===== src/mst_pkg.sv =====
package mst_pkg;

  // Parameter addresses as seen by the fieldbus parameter port.
  localparam logic [15:0] ADDR_START_RECORD = 16'h1B14;
  localparam logic [15:0] ADDR_END_SEQ_SEL  = 16'h2D12;
  localparam logic [15:0] ADDR_FALL_RESP    = 16'h2D18;
  localparam logic [15:0] ADDR_RECORD_TYPE  = 16'h2D22;
  localparam logic [15:0] ADDR_TRANS_TYPE   = 16'h2D2C;
  localparam logic [15:0] ADDR_NEXT_RECORD  = 16'h2D2E;
  localparam logic [15:0] ADDR_COND1_KIND   = 16'h2D30;
  localparam logic [15:0] ADDR_COND1_VALUE  = 16'h2D32;
  localparam logic [15:0] ADDR_COND2_KIND   = 16'h2D38;
  localparam logic [15:0] ADDR_COND2_VALUE  = 16'h2D3A;

  // Reset values.
  localparam logic [6:0]  RST_START_RECORD = 7'h00;
  localparam logic        RST_END_SEQ_SEL  = 1'h0;
  localparam logic        RST_FALL_RESP    = 1'h0;
  localparam logic [3:0]  RST_RECORD_TYPE  = 4'h0;
  localparam logic [2:0]  RST_TRANS_TYPE   = 3'h0;
  localparam logic [6:0]  RST_NEXT_RECORD  = 7'h00;
  localparam logic [1:0]  RST_COND_KIND    = 2'h0;
  localparam logic [31:0] RST_COND_VALUE   = 32'h0000_0000;

  // Legal ranges.
  localparam logic [31:0] MAX_RECORD_NUM  = 32'h0000_007F;
  localparam logic [31:0] MAX_RECORD_TYPE = 32'h0000_0009;
  localparam logic [31:0] GAP_RECORD_TYPE = 32'h0000_0008;
  localparam logic [31:0] MAX_TRANS_TYPE  = 32'h0000_0004;
  localparam logic [31:0] MAX_COND_KIND   = 32'h0000_0003;
  localparam logic [31:0] MAX_OPTION      = 32'h0000_0001;

  // Condition values for edge and level kinds.
  localparam logic [31:0] CV_RISE  = 32'h0000_0000;
  localparam logic [31:0] CV_FALL  = 32'h0000_0001;
  localparam logic [31:0] CV_HIGH  = 32'h0000_0002;
  localparam logic [31:0] CV_LOW   = 32'h0000_0003;
  localparam logic [31:0] CV_EITHER = 32'h0000_0004;

  // Timing.
  localparam int          SYS_CLK_KHZ   = 250000;
  localparam int          WAIT_UNIT_MS  = 1;
  localparam int          CYCLES_PER_MS = SYS_CLK_KHZ * WAIT_UNIT_MS;
  localparam int          PRESCALE_W    = 18;
  localparam logic [31:0] WAIT_MAX_MS   = 32'h0000_7530;

  typedef enum logic [3:0] {
    MST_REC_NONE  = 4'h0,
    MST_REC_ABS   = 4'h1,
    MST_REC_ADD   = 4'h2,
    MST_REC_REF   = 4'h3,
    MST_REC_POS   = 4'h4,
    MST_REC_REP   = 4'h5,
    MST_REC_REL   = 4'h6,
    MST_REC_VEL   = 4'h7,
    MST_REC_PARAM = 4'h9
  } mst_rec_type;

  typedef enum logic [1:0] {
    MST_COND_UNCOND = 2'h0,
    MST_COND_WAIT   = 2'h1,
    MST_COND_EDGE   = 2'h2,
    MST_COND_LEVEL  = 2'h3
  } mst_cond_type;

  typedef enum logic [2:0] {
    MST_TR_NONE   = 3'h0,
    MST_TR_ABORT  = 3'h1,
    MST_TR_BUFFER = 3'h2,
    MST_TR_BLPREV = 3'h3,
    MST_TR_BLNEXT = 3'h4
  } mst_trans_type;

  typedef enum logic [2:0] {
    MST_ST_IDLE  = 3'b000,
    MST_ST_MOVE  = 3'b001,
    MST_ST_COND1 = 3'b011,
    MST_ST_COND2 = 3'b010,
    MST_ST_END   = 3'b110
  } mst_state_type;

  typedef struct packed {
    logic [3:0]  rtype;
    logic [2:0]  trans;
    logic [6:0]  next_rec;
    logic [1:0]  kind1;
    logic [31:0] val1;
    logic [1:0]  kind2;
    logic [31:0] val2;
  } mst_record_type;

endpackage


===== src/mst_sync.sv =====
`timescale 1ns/1ps
module mst_sync #(
  parameter int W = 8
) (
  input  wire logic         sys_clk,
  input  wire logic         nrst,
  input  wire logic [W-1:0] async_in,
  output logic      [W-1:0] sync_out
);

  logic [W-1:0] stage1;
  logic [W-1:0] stage2;
  logic [W-1:0] stage3;
  logic [W-1:0] next_sync_out;

  // A bit is accepted only once the second and third stages agree.
  always_comb begin
    for (int i = 0; i < W; i++) begin
      next_sync_out[i] = (stage2[i] == stage3[i]) ? stage3[i] : sync_out[i];
    end
  end

  always_ff @(posedge sys_clk or negedge nrst) begin
    if (!nrst) begin
      stage1   <= '0;
      stage2   <= '0;
      stage3   <= '0;
      sync_out <= '0;
    end else begin
      stage1   <= async_in;
      stage2   <= stage1;
      stage3   <= stage2;
      sync_out <= next_sync_out;
    end
  end

endmodule


===== src/mst_core.sv =====
`timescale 1ns/1ps
module mst_core
  import mst_pkg::*;
#(
  parameter int MS_CYCLES = CYCLES_PER_MS
) (
  input  wire logic        sys_clk,
  input  wire logic        nrst,
  input  wire logic        par_wr,
  input  wire logic        par_rd,
  input  wire logic [15:0] par_addr,
  input  wire logic [31:0] par_wdata,
  output logic      [31:0] par_rdata,
  output logic             par_ack,
  output logic             par_err,
  input  wire logic        power_stage_on,
  input  wire logic        mode_on,
  input  wire logic        motion_done,
  input  wire logic        start_pin,
  input  wire logic [6:0]  select_pin,
  output logic      [6:0]  active_record,
  output mst_rec_type      record_kind,
  output logic             move_start,
  output logic             move_cancel,
  output logic             sequence_end,
  output logic             seq_busy
);

  mst_record_type rec;
  mst_record_type next_rec;
  logic [6:0]     start_record;
  logic [6:0]     next_start_record;
  logic           end_seq_sel;
  logic           next_end_seq_sel;
  logic           fall_resp;
  logic           next_fall_resp;
  logic [31:0]    next_par_rdata;
  logic           next_par_ack;
  logic           next_par_err;
  logic [7:0]     sync_bus;
  logic           start_lvl;
  logic           start_prev;
  logic           start_rise;
  logic           start_fall;
  mst_state_type          state;
  mst_state_type          next_state;
  logic [6:0]             pending;
  logic [6:0]             next_pending;
  logic                   seeded;
  logic                   next_seeded;
  logic [6:0]             next_active_record;
  logic [PRESCALE_W-1:0]  pre;
  logic [PRESCALE_W-1:0]  next_pre;
  logic [31:0]            ms_cnt;
  logic [31:0]            next_ms_cnt;
  logic                   next_move_start;
  logic                   next_move_cancel;
  logic                   next_sequence_end;
  logic                   ms_tick;
  logic [31:0]            wait_limit;
  logic                   cond1_met;
  logic                   cond2_met;
  logic                   wr_ok;

  function automatic logic cond_met(input logic [1:0] kind, input logic [31:0] value, input logic allow_wait,
                                    input logic timer_done, input logic lvl, input logic rise, input logic fall);
    logic r;
    r = 1'b0;
    unique case (mst_cond_type'(kind))
      MST_COND_UNCOND: r = 1'b1;
      MST_COND_WAIT:   r = allow_wait ? timer_done : 1'b1;
      MST_COND_EDGE:   r = (value == CV_RISE && rise) || (value == CV_FALL && fall) ||
                           (value == CV_EITHER && (rise || fall));
      MST_COND_LEVEL:  r = (value == CV_HIGH && lvl) || (value == CV_LOW && !lvl);
    endcase
    return r;
  endfunction
  function automatic logic in_range(input logic [31:0] v, input logic [31:0] max);
    return v <= max;
  endfunction
  mst_sync #(.W (8)) u_sync (
    .sys_clk  (sys_clk),
    .nrst     (nrst),
    .async_in ({select_pin, start_pin}),
    .sync_out (sync_bus)
  );

  assign start_lvl  = sync_bus[0];
  assign start_rise = start_lvl && !start_prev;
  assign start_fall = !start_lvl && start_prev;
  // Parameter port: one-cycle answer, out-of-range or locked writes are refused with an error.
  always_comb begin
    next_rec          = rec;
    next_start_record = start_record;
    next_end_seq_sel  = end_seq_sel;
    next_fall_resp    = fall_resp;
    next_par_rdata    = par_rdata;
    next_par_ack      = par_wr || par_rd;
    next_par_err      = 1'b0;
    wr_ok             = 1'b0;
    if (par_wr) begin
      unique case (par_addr)
        ADDR_START_RECORD: wr_ok = in_range(par_wdata, MAX_RECORD_NUM);
        ADDR_END_SEQ_SEL,
        ADDR_FALL_RESP:    wr_ok = !power_stage_on && in_range(par_wdata, MAX_OPTION);
        ADDR_RECORD_TYPE:  wr_ok = in_range(par_wdata, MAX_RECORD_TYPE) && par_wdata != GAP_RECORD_TYPE;
        ADDR_TRANS_TYPE:   wr_ok = in_range(par_wdata, MAX_TRANS_TYPE);
        ADDR_NEXT_RECORD:  wr_ok = in_range(par_wdata, MAX_RECORD_NUM);
        ADDR_COND1_KIND:   wr_ok = in_range(par_wdata, MAX_COND_KIND);
        ADDR_COND2_KIND:   wr_ok = in_range(par_wdata, MAX_COND_KIND) && par_wdata != 32'(MST_COND_WAIT);
        ADDR_COND1_VALUE,
        ADDR_COND2_VALUE:  wr_ok = 1'b1;
        default:           wr_ok = 1'b0;
      endcase
      next_par_err = !wr_ok;
      if (wr_ok) begin
        unique case (par_addr)
          ADDR_START_RECORD: next_start_record = par_wdata[6:0];
          ADDR_END_SEQ_SEL:  next_end_seq_sel  = par_wdata[0];
          ADDR_FALL_RESP:    next_fall_resp    = par_wdata[0];
          ADDR_RECORD_TYPE:  next_rec.rtype    = par_wdata[3:0];
          ADDR_TRANS_TYPE:   next_rec.trans    = par_wdata[2:0];
          ADDR_NEXT_RECORD:  next_rec.next_rec = par_wdata[6:0];
          ADDR_COND1_KIND:   next_rec.kind1    = par_wdata[1:0];
          ADDR_COND2_KIND:   next_rec.kind2    = par_wdata[1:0];
          ADDR_COND1_VALUE:  next_rec.val1     = par_wdata;
          default:           next_rec.val2     = par_wdata;
        endcase
      end
    end else if (par_rd) begin
      unique case (par_addr)
        ADDR_START_RECORD: next_par_rdata = {25'h0, start_record};
        ADDR_END_SEQ_SEL:  next_par_rdata = {31'h0, end_seq_sel};
        ADDR_FALL_RESP:    next_par_rdata = {31'h0, fall_resp};
        ADDR_RECORD_TYPE:  next_par_rdata = {28'h0, rec.rtype};
        ADDR_TRANS_TYPE:   next_par_rdata = {29'h0, rec.trans};
        ADDR_NEXT_RECORD:  next_par_rdata = {25'h0, rec.next_rec};
        ADDR_COND1_KIND:   next_par_rdata = {30'h0, rec.kind1};
        ADDR_COND2_KIND:   next_par_rdata = {30'h0, rec.kind2};
        ADDR_COND1_VALUE:  next_par_rdata = rec.val1;
        ADDR_COND2_VALUE:  next_par_rdata = rec.val2;
        default: begin
          next_par_rdata = 32'h0000_0000;
          next_par_err   = 1'b1;
        end
      endcase
    end
  end

  always_ff @(posedge sys_clk or negedge nrst) begin
    if (!nrst) begin
      rec          <= '{RST_RECORD_TYPE, RST_TRANS_TYPE, RST_NEXT_RECORD, RST_COND_KIND, RST_COND_VALUE,
                        RST_COND_KIND, RST_COND_VALUE};
      start_record <= RST_START_RECORD;
      end_seq_sel  <= RST_END_SEQ_SEL;
      fall_resp    <= RST_FALL_RESP;
      par_rdata    <= 32'h0000_0000;
      par_ack      <= 1'b0;
      par_err      <= 1'b0;
    end else begin
      rec          <= next_rec;
      start_record <= next_start_record;
      end_seq_sel  <= next_end_seq_sel;
      fall_resp    <= next_fall_resp;
      par_rdata    <= next_par_rdata;
      par_ack      <= next_par_ack;
      par_err      <= next_par_err;
    end
  end
  // Type decode is purely combinational, so a rewritten type shows on the next cycle.
  assign record_kind = mst_rec_type'(rec.rtype);
  assign ms_tick    = (pre == PRESCALE_W'(MS_CYCLES - 1));
  assign wait_limit = (rec.val1 > WAIT_MAX_MS) ? WAIT_MAX_MS : rec.val1;
  assign cond1_met  = cond_met(rec.kind1, rec.val1, 1'b1, ms_cnt >= wait_limit, start_lvl, start_rise, start_fall);
  assign cond2_met  = cond_met(rec.kind2, rec.val2, 1'b0, 1'b1, start_lvl, start_rise, start_fall);
  assign seq_busy   = (state != MST_ST_IDLE);
  always_comb begin
    next_state         = state;
    next_pending       = pending;
    next_seeded        = seeded;
    next_active_record = active_record;
    next_pre           = pre;
    next_ms_cnt        = ms_cnt;
    next_move_start    = 1'b0;
    next_move_cancel   = 1'b0;
    next_sequence_end  = 1'b0;
    if (state == MST_ST_COND1) begin
      next_pre = ms_tick ? '0 : PRESCALE_W'(pre + 1'b1);
      if (ms_tick && ms_cnt < WAIT_MAX_MS) begin
        next_ms_cnt = ms_cnt + 32'h0000_0001;
      end
    end
    if (!mode_on) begin
      next_state  = MST_ST_IDLE;
      next_seeded = 1'b0;
    end else begin
      unique case (state)
        MST_ST_IDLE: begin
          if (start_rise) begin
            next_active_record = seeded ? pending : start_record;
            next_move_start    = 1'b1;
            next_state         = MST_ST_MOVE;
          end
        end
        MST_ST_MOVE: begin
          // Done still reports the previous movement while the start pulse is out, so it is ignored then.
          if (start_fall && fall_resp) begin
            next_move_cancel = 1'b1;
            next_state       = MST_ST_END;
          end else if (rec.trans == MST_TR_NONE) begin
            if ((motion_done && !move_start) || rec.rtype == MST_REC_NONE) begin
              next_state = MST_ST_END;
            end
          end else if (rec.trans != MST_TR_BUFFER || (motion_done && !move_start) || rec.rtype == MST_REC_NONE) begin
            next_pre    = '0;
            next_ms_cnt = 32'h0000_0000;
            next_state  = MST_ST_COND1;
          end
        end
        MST_ST_COND1: begin
          if (cond1_met) begin
            next_state = MST_ST_COND2;
          end
        end
        MST_ST_COND2: begin
          if (cond2_met) begin
            next_active_record = rec.next_rec;
            next_move_cancel   = (rec.trans == MST_TR_ABORT);
            next_move_start    = 1'b1;
            next_state         = MST_ST_MOVE;
          end
        end
        MST_ST_END: begin
          next_sequence_end = 1'b1;
          next_seeded       = 1'b1;
          next_pending      = end_seq_sel ? rec.next_rec : sync_bus[7:1];
          next_state        = MST_ST_IDLE;
        end
        default: next_state = MST_ST_IDLE;
      endcase
    end
  end

  always_ff @(posedge sys_clk or negedge nrst) begin
    if (!nrst) begin
      state         <= MST_ST_IDLE;
      pending       <= 7'h00;
      seeded        <= 1'b0;
      active_record <= 7'h00;
      pre           <= '0;
      ms_cnt        <= 32'h0000_0000;
      start_prev    <= 1'b0;
      move_start    <= 1'b0;
      move_cancel   <= 1'b0;
      sequence_end  <= 1'b0;
    end else begin
      state         <= next_state;
      pending       <= next_pending;
      seeded        <= next_seeded;
      active_record <= next_active_record;
      pre           <= next_pre;
      ms_cnt        <= next_ms_cnt;
      start_prev    <= start_lvl;
      move_start    <= next_move_start;
      move_cancel   <= next_move_cancel;
      sequence_end  <= next_sequence_end;
    end
  end
  property p_wait_holds;
    @(posedge sys_clk) disable iff (!nrst)
      (state == MST_ST_COND1 && rec.kind1 == MST_COND_WAIT && ms_cnt < wait_limit)
      |=> (state == MST_ST_COND1 || state == MST_ST_IDLE);
  endproperty
  a_wait_holds: assert property (p_wait_holds) else $error("timed wait left early");
  property p_rise_edge;
    @(posedge sys_clk) disable iff (!nrst)
      (mode_on && state == MST_ST_COND2 && rec.kind2 == MST_COND_EDGE && rec.val2 == CV_RISE && start_rise)
      |=> (state == MST_ST_MOVE && move_start);
  endproperty
  a_rise_edge: assert property (p_rise_edge) else $error("rising edge not taken");
  property p_low_level_waits;
    @(posedge sys_clk) disable iff (!nrst)
      (mode_on && state == MST_ST_COND2 && rec.kind2 == MST_COND_LEVEL && rec.val2 == CV_LOW && start_lvl)
      |=> state == MST_ST_COND2;
  endproperty
  a_low_level_waits: assert property (p_low_level_waits) else $error("low level wait passed on high");
  property p_uncond;
    @(posedge sys_clk) disable iff (!nrst)
      (mode_on && state == MST_ST_COND1 && rec.kind1 == MST_COND_UNCOND) |=> state == MST_ST_COND2;
  endproperty
  a_uncond: assert property (p_uncond) else $error("unconditional step stalled");
  property p_auto_next;
    @(posedge sys_clk) disable iff (!nrst)
      (mode_on && state == MST_ST_END && end_seq_sel) |=> (sequence_end && pending == $past(rec.next_rec));
  endproperty
  a_auto_next: assert property (p_auto_next) else $error("automatic next record wrong");
  property p_fall_cancel;
    @(posedge sys_clk) disable iff (!nrst)
      (mode_on && state == MST_ST_MOVE && start_fall && fall_resp) |=> (move_cancel ##1 sequence_end);
  endproperty
  a_fall_cancel: assert property (p_fall_cancel) else $error("falling edge did not cancel");
  property p_lock;
    @(posedge sys_clk) disable iff (!nrst)
      (par_wr && power_stage_on && (par_addr == ADDR_END_SEQ_SEL || par_addr == ADDR_FALL_RESP))
      |=> (par_err && par_ack && $stable(end_seq_sel) && $stable(fall_resp));
  endproperty
  a_lock: assert property (p_lock) else $error("locked option was written");
  property p_type_now;
    @(posedge sys_clk) disable iff (!nrst)
      (par_wr && par_addr == ADDR_RECORD_TYPE && par_wdata == 32'h0000_0007)
      |=> (record_kind == MST_REC_VEL && !par_err);
  endproperty
  a_type_now: assert property (p_type_now) else $error("record type not applied at once");
  property p_next_record;
    @(posedge sys_clk) disable iff (!nrst)
      (mode_on && state == MST_ST_COND2 && cond2_met) |=> (active_record == $past(rec.next_rec));
  endproperty
  a_next_record: assert property (p_next_record) else $error("subsequent record not started");

endmodule


===== config.mk =====
export PLATFORM = sky130hd
export DESIGN_NAME = mst_core
export DESIGN_NICKNAME = d
export VERILOG_FILES = /design/src/mst_pkg.sv /design/src/mst_sync.sv /design/src/mst_core.sv
export SDC_FILE = /design/constraint.sdc
export NUM_CORES = 1
export LEC_CHECK = 0
export BUFFER_PORTS_ARGS = -buffer_cell sky130_fd_sc_hd__buf_2
export CAP_MARGIN = 25
export CORE_AREA = 4 4 180 165
export DETAILED_ROUTE_END_ITERATION = 16
export DIE_AREA = 0 0 184 169
export PLACE_DENSITY = 0.69
export SLEW_MARGIN = 20
export SYNTH_ARGS = -nofsm -noshare
export SYNTH_HDL_FRONTEND = slang
export SYNTH_SLANG_ARGS = --single-unit

===== constraint.sdc =====
create_clock -name sys_clk -period 3.4 [get_ports sys_clk]
set_input_delay 0.17 -clock sys_clk [delete_from_list [all_inputs] [get_ports sys_clk]]
set_output_delay 0.17 -clock sys_clk [all_outputs]
set_load 0.005 [all_outputs]

* Word-level counts from Yosys, hierarchy flattened
Cells that the tools add are included.
** Word-level totals
- Output and inout bits :: 49
- Input port bits :: 63
- Flip-flop bits (word level) :: 229
** Operators by class
- Equal/unequal tests :: 49
- Bitwise operators :: 2
- Reductions and logical operators :: 63
- Magnitude comparators :: 8
- Multiplexer cells :: 49
- $add $sub $neg :: 2
** Operators with widths (number)
- 32-bit case mux with 10 select lines :: 1
- 32-bit 2-to-1 mux :: 8
- 16-bit by 14-bit == test with 1-bit output (second input constant) :: 9
- 32-bit by 2-bit == test with 1-bit output (second input constant) :: 4
- 18-bit 2-to-1 mux :: 7
- 32-bit by 1-bit == test with 1-bit output (second input constant) :: 2
- 32-bit by 3-bit == test with 1-bit output (second input constant) :: 2
- 32-bit logical NOT :: 2
- 32-bit by 1-bit adder with 32-bit output (second input constant) :: 1
- 32-bit greater-or-equal comparator :: 1
- 32-bit by 15-bit greater-than comparator with 1-bit output (second input constant) :: 1
- 32-bit by 1-bit less-or-equal comparator with 1-bit output (second input constant) :: 1
- 32-bit by 2-bit less-or-equal comparator with 1-bit output (second input constant) :: 1
- 32-bit by 3-bit less-or-equal comparator with 1-bit output (second input constant) :: 1
- 32-bit by 4-bit less-or-equal comparator with 1-bit output (second input constant) :: 1
- 32-bit by 7-bit less-or-equal comparator with 1-bit output (second input constant) :: 1
- 32-bit by 15-bit less-than comparator with 1-bit output (second input constant) :: 1
- 32-bit by 1-bit != test with 1-bit output (second input constant) :: 1
- 32-bit by 4-bit != test with 1-bit output (second input constant) :: 1
- 3-bit AND reduction :: 10
- 7-bit 2-to-1 mux :: 4
- 3-bit 2-to-1 mux :: 8
- 18-bit by 1-bit adder with 18-bit output (second input constant) :: 1
- 18-bit == test (second input constant) :: 1
- other kinds (34) :: 103

* Depth between registers and ports, before layout
- Depth in word-level cells :: 9
- Gate-level depth with buffers :: 14
- Mapped depth without buffers :: 13

* By module
A second synthesis with hierarchy kept.
** Second synthesis, totals
- Cell total of the unflattened synthesis :: 959
- Area, all modules :: 10939.2 um^2
** By module, submodules not included
- mst_core :: times used 1, cells an instance 919, area an instance 10048.4 um^2
- mst_sync :: times used 1, cells an instance 40, area an instance 890.9 um^2

* Worst setup path after synthesis
Ideal clock, no wire load.
- Path type :: register to register
- Start :: register rec[36] (netlist bit)
- End :: register state[0]
- Setup time :: 0.095 ns
- Path slack :: -0.067 ns
- Period minus slack after synthesis :: 3.467 ns
- Data arrival time :: 3.372 ns
- Cell stages (with the launch flop) :: 15
- Buffers on the path :: 1
- Path through :: dfrtp_1 or4_1 a311o_1 a21o_1 a21o_1 a41oi_1 clkbuf_1 and2_1 ha_1 nand2b_1 a21o_1 a211o_1 o211ai_1 a31oi_1 o31ai_1
** On the way
- Word-level cells in the longest chain between the ends :: 7
- Elaborated cells between the ends (all ways) :: 19
- Those cells by class :: order compare (2); eq/ne (5); mux (2); reduce/logical (10)
** Ends and longest elaborated chain
- start, declared :: line mst_core.sv:29 : mst_record_type rec;
- start signal, assigned :: line mst_core.sv:152 : rec <= '{RST_RECORD_TYPE, RST_TRANS_TYPE, RST_NEXT_RECORD, RST_COND_KIND, RST_COND_VALUE,
- start signal, assigned :: line mst_core.sv:161 : rec <= next_rec;
- branches (longest 4 deep; another with 32-bit by 15-bit greater-than comparator with 1-bit output)
- 1-bit case mux with 4 select lines * :: line mst_core.sv:69 : unique case (mst_cond_type'(kind))
- 3-bit != test (no source line) *
- 5-bit AND reduction (no source line) *
- end signal, assigned :: line mst_core.sv:257 : state <= next_state;
- end, declared :: line mst_core.sv:45 : mst_state_type state;
Every way passes the cells marked *.
A chain may end at the register's enable or synchronous reset.

* Final worst setup path
- Start :: register rec[34] (netlist bit)
- End :: register state[0]
Same word-level chain as after synthesis.

==> summary.md <==
| Metric | Value |
|---|---|
| Type of the worst setup path | `reg -> reg` |
| Clk sink count | `229` |
| Worst-path fanout max | `5` |
| Hold Crit Endpoint | `rec[3]` |
| Share of cells above drive strength 1 | `0.258` |
| Die ar. | `31,100 µm²` |
| Num rows | `58` |
| Htree depth | `1` |
| Total area of sequential cells | `5730 µm²` |
| Detail Placement HPWL | `between 20,000 and 25,000 µm` |
| Dpl cells | `1,432` |
| Fill cells | `2,483` |
| Via Count | `~8,400` |
| Pin count of the biggest net entering global routing | `100` |
| Final nets | `1,241` |
| Synthesized area | `roughly 11,000 µm²` |
| Antenna violations before repair | `3` |
| Crit share post-route | `0.960` |
| Flop-to-flop setup slack | `140 ps` |
| Most common cell after layout, fill and taps aside | `dfrtp_1` |
| Total congestion overflow | `0` |
| Reg power frac | `0.461` |
| Placeable Area | `between 20,000 and 30,000 µm²` |
| Arrival @ worst endpoint | `3670 ps` |
| Leak Pwr | `~6.4 nW` |
| Switching Power | `1.31 mW` |
| Hold Startpoint | `par_wdata[3]` |
| Power Density | `about 450 nW/µm²` |
| Die W | `184 µm` |
| Post-synth ARST share | `1.00` |
| Vias per cell | `between 5 and 6` |
| Switching share of power | `0.215` |
| Logic pwr share | `0.054` |
| Most frequent cells in the layout | `229 x dfrtp_1, 111 x buf_2, 96 x mux2_2` |
| TritonRoute pass-1 iters | `8` |
| Max Fclk | `0.306 GHz` |
| CP startpoint | `rec[34]` |
| Status | `finished clean` |
| WL final | `28,400 µm` |
| Final setup vio count | `0` |
| Critical path required time | `3800 ps` |
| Drt drc | `0` |
| Clock power frac | `0.485` |
| HP Class | `in -> reg` |
| Fin. max-slew vios | `0` |
| Syn Inst Count | `966` |
| Yosys warning count | `0` |
| Top FF cell, synth | `dfrtp_1` |
| EDFF count, synth | `0` |
| Port Buf Inserts | `111` |
| Final hold vios | `0` |
| CTS Buf Count | `26` |
| Tot Pwr | `roughly 6.1 mW` |
| Clock tree buffer depth | `3` |
| Fin crit period | `3260 ps` |
| Synth unique cells | `74` |
| Multi-input logic area | `5100 µm²` |
| Aggregate global-route resource usage | `0.182` |
| Worst-case reg-to-reg path depth | `14` |
| Io pins | `112` |
| CTS tree | `done` |
| GP Congestion | `0.857` |
| Vias in the first global route | `8,374` |
| CP Launch Type | `flip-flop` |
| Die Span Y | `169 µm` |
| Worst setup EP type | `flip-flop` |
| Synth Register Bits | `229` |
| Root Buffer | `clkbuf_16` |
| Hold path depth | `2` |
| Max Clock Skew | `8.92 ps` |
| WL/cell | `about 19 µm` |
| Critical R2R Launch | `rec[34]` |
| Initial DRC count | `708` |
| Register area share after synthesis | `0.523` |
| First-pass GRT wire length | `46,200 µm` |
| Worst Max-Slew Pin Slew | `982 ps` |
| RSZ-0062 raised after global routing | `true` |
| Internal cell power | `4.78 mW` |
| Reg2reg end | `state[0]` |
| Final Non-Filler Cells | `1,525` |
| CTS clk-pin slew, worst paths | `60 ps` |
| Starting Density | `0.396` |
| Peak supply drop | `between 0.0003 and 0.0004 V` |
| Clock Latency Late Sink | `520 ps` |
| Remaining antenna violation count | `0` |
| Layout area overhead | `22.9%` |
| Total of max-cap violations | `0` |
| Slew margin rel. | `0.343` |
| Syn avg cell area | `11.4 µm²` |
## cell families (layout without fill, tap and decap cells)
kind of cell / after synthesis / in the layout / synth area share
AOI/OAI and AO/OA: 196 / 196 / 0.123
xor gates and xnor gates: 23 / 23 / 0.0184
adders and majority gates: 44 / 44 / 0.0484
buffers and inverters: 63 / 243 / 0.0259
DFF: 229 / 229 / 0.523
muxes: 114 / 114 / 0.115
other: 1 / 20 / 0.000342
and+or+nand+nor: 296 / 296 / 0.146
## synth_stat cells (5+ instances only)
cell,number,share of area
maj3_1,8,0.0073
nand3_1,22,0.010
clkbuf_1,32,0.011
mux2i_1,15,0.014
and3_1,9,0.0051
nor4_1,26,0.015
ha_1,36,0.041
or3_1,14,0.0080
xor2_1,14,0.011
and2_1,24,0.014
nor2_1,45,0.015
nand2_1,77,0.026
a21oi_1,25,0.011
nand4_1,21,0.012
a22oi_1,30,0.021
mux2_2,96,0.099
nor3_1,9,0.0041
inv_1,16,0.0055
nand3b_1,5,0.0034
a22o_1,5,0.0040
o21ai_0,61,0.028
nor2b_1,12,0.0068
xnor2_1,9,0.0072
o211ai_1,6,0.0041
dfrtp_1,229,0.52
a222oi_1,5,0.0046
a31oi_1,6,0.0034
a21o_1,15,0.010
buf_4,10,0.0068
## metrics by stage
| step | setup TNS, ps | util | worst slack (ps) | cell area (µm²) | hold WS [ps] |
|---|---|---|---|---|---|
| 6_report | 0 | 0.486 | 137 | 13500 | 55.2 |
| 4_1_cts | 0 | 0.483 | 26.4 | 13400 | 29.9 |
| 3_3_place_gp | 0 | 0.435 | 76.5 | 12100 | 270 |
| 5_1_grt | -54.3 | 0.486 | -54.3 | 13500 | 48.7 |
| 3_5_place_dp | -15.3 | 0.435 | -15.3 | 12100 | 274 |
| 2_1_floorplan | 0 | - | 12.2 | 11000 | -126 |
## power groups by stage
stage,Clock (mW),Sequential [mW],Combinational [mW]
after floorplan,0,2.85,0.127
after global placement,0,2.86,0.287
after detailed placement,0,2.86,0.293
after CTS,3.01,2.81,0.331
after global routing,3.13,2.82,0.368
final,2.95,2.81,0.327
## sequential cells by signal (all words and copies together) (netlist names), 3 cells and up
register and cells:
rec 78, ms_cnt 32, par_rdata 32, pre 18, u_sync.stage1 8, u_sync.stage2 8
u_sync.stage3 8, u_sync.sync_out 8, active_record 7, pending 7, start_record 7, record_kind 4
state 3
## what timing repair did
action	CTS	global route
pin swaps	0	15
cloned	1	0
resized for setup	1	12
buffers inserted	1	1
hold endpoints to repair	167	0
setup endpoints to repair	1	1
hold buffers	39	0
## layer usage
layer / routed length (µm) / track usage
met4: 556 / 0.0437
met1: 13100 / 0.267
met2: 13200 / 0.277
met3: 1630 / 0.0376
met5: 8 / 0
## layout make-up
class,instances,area share
Antenna cell,3,0.000557
Clock inverter,6,0.00799
Timing Repair Buffer,179,0.0888
Tap cell,360,0.0334
Clock buffer,42,0.0610
Sequential cell,229,0.425
Inverter,16,0.00446
Multi-Input combinational cell,690,0.379
## how the worst max path moves through the flow
stage	end	cells past startpoint
after floorplan	state[0]	14
after global placement	state[0]	14
after detailed placement	state[0]	14
after CTS	state[0]	14
after global routing	state[0]	14
final	state[0]	14
## worst max-delay path, cell delays in order (launching register included)
cell     delay (ps)
dfrtp_1         370
or4_1           510
a311o_1         340
a21o_1          160
a21o_1          150
a41oi_2         190
buf_4           190
nor2b_4         170
ha_4            140
a21o_1          120
a21o_1          110
a21oi_1          50
or3_1           350
a31oi_2         200
o31ai_1         100
(Power assumes the default switching activity.)
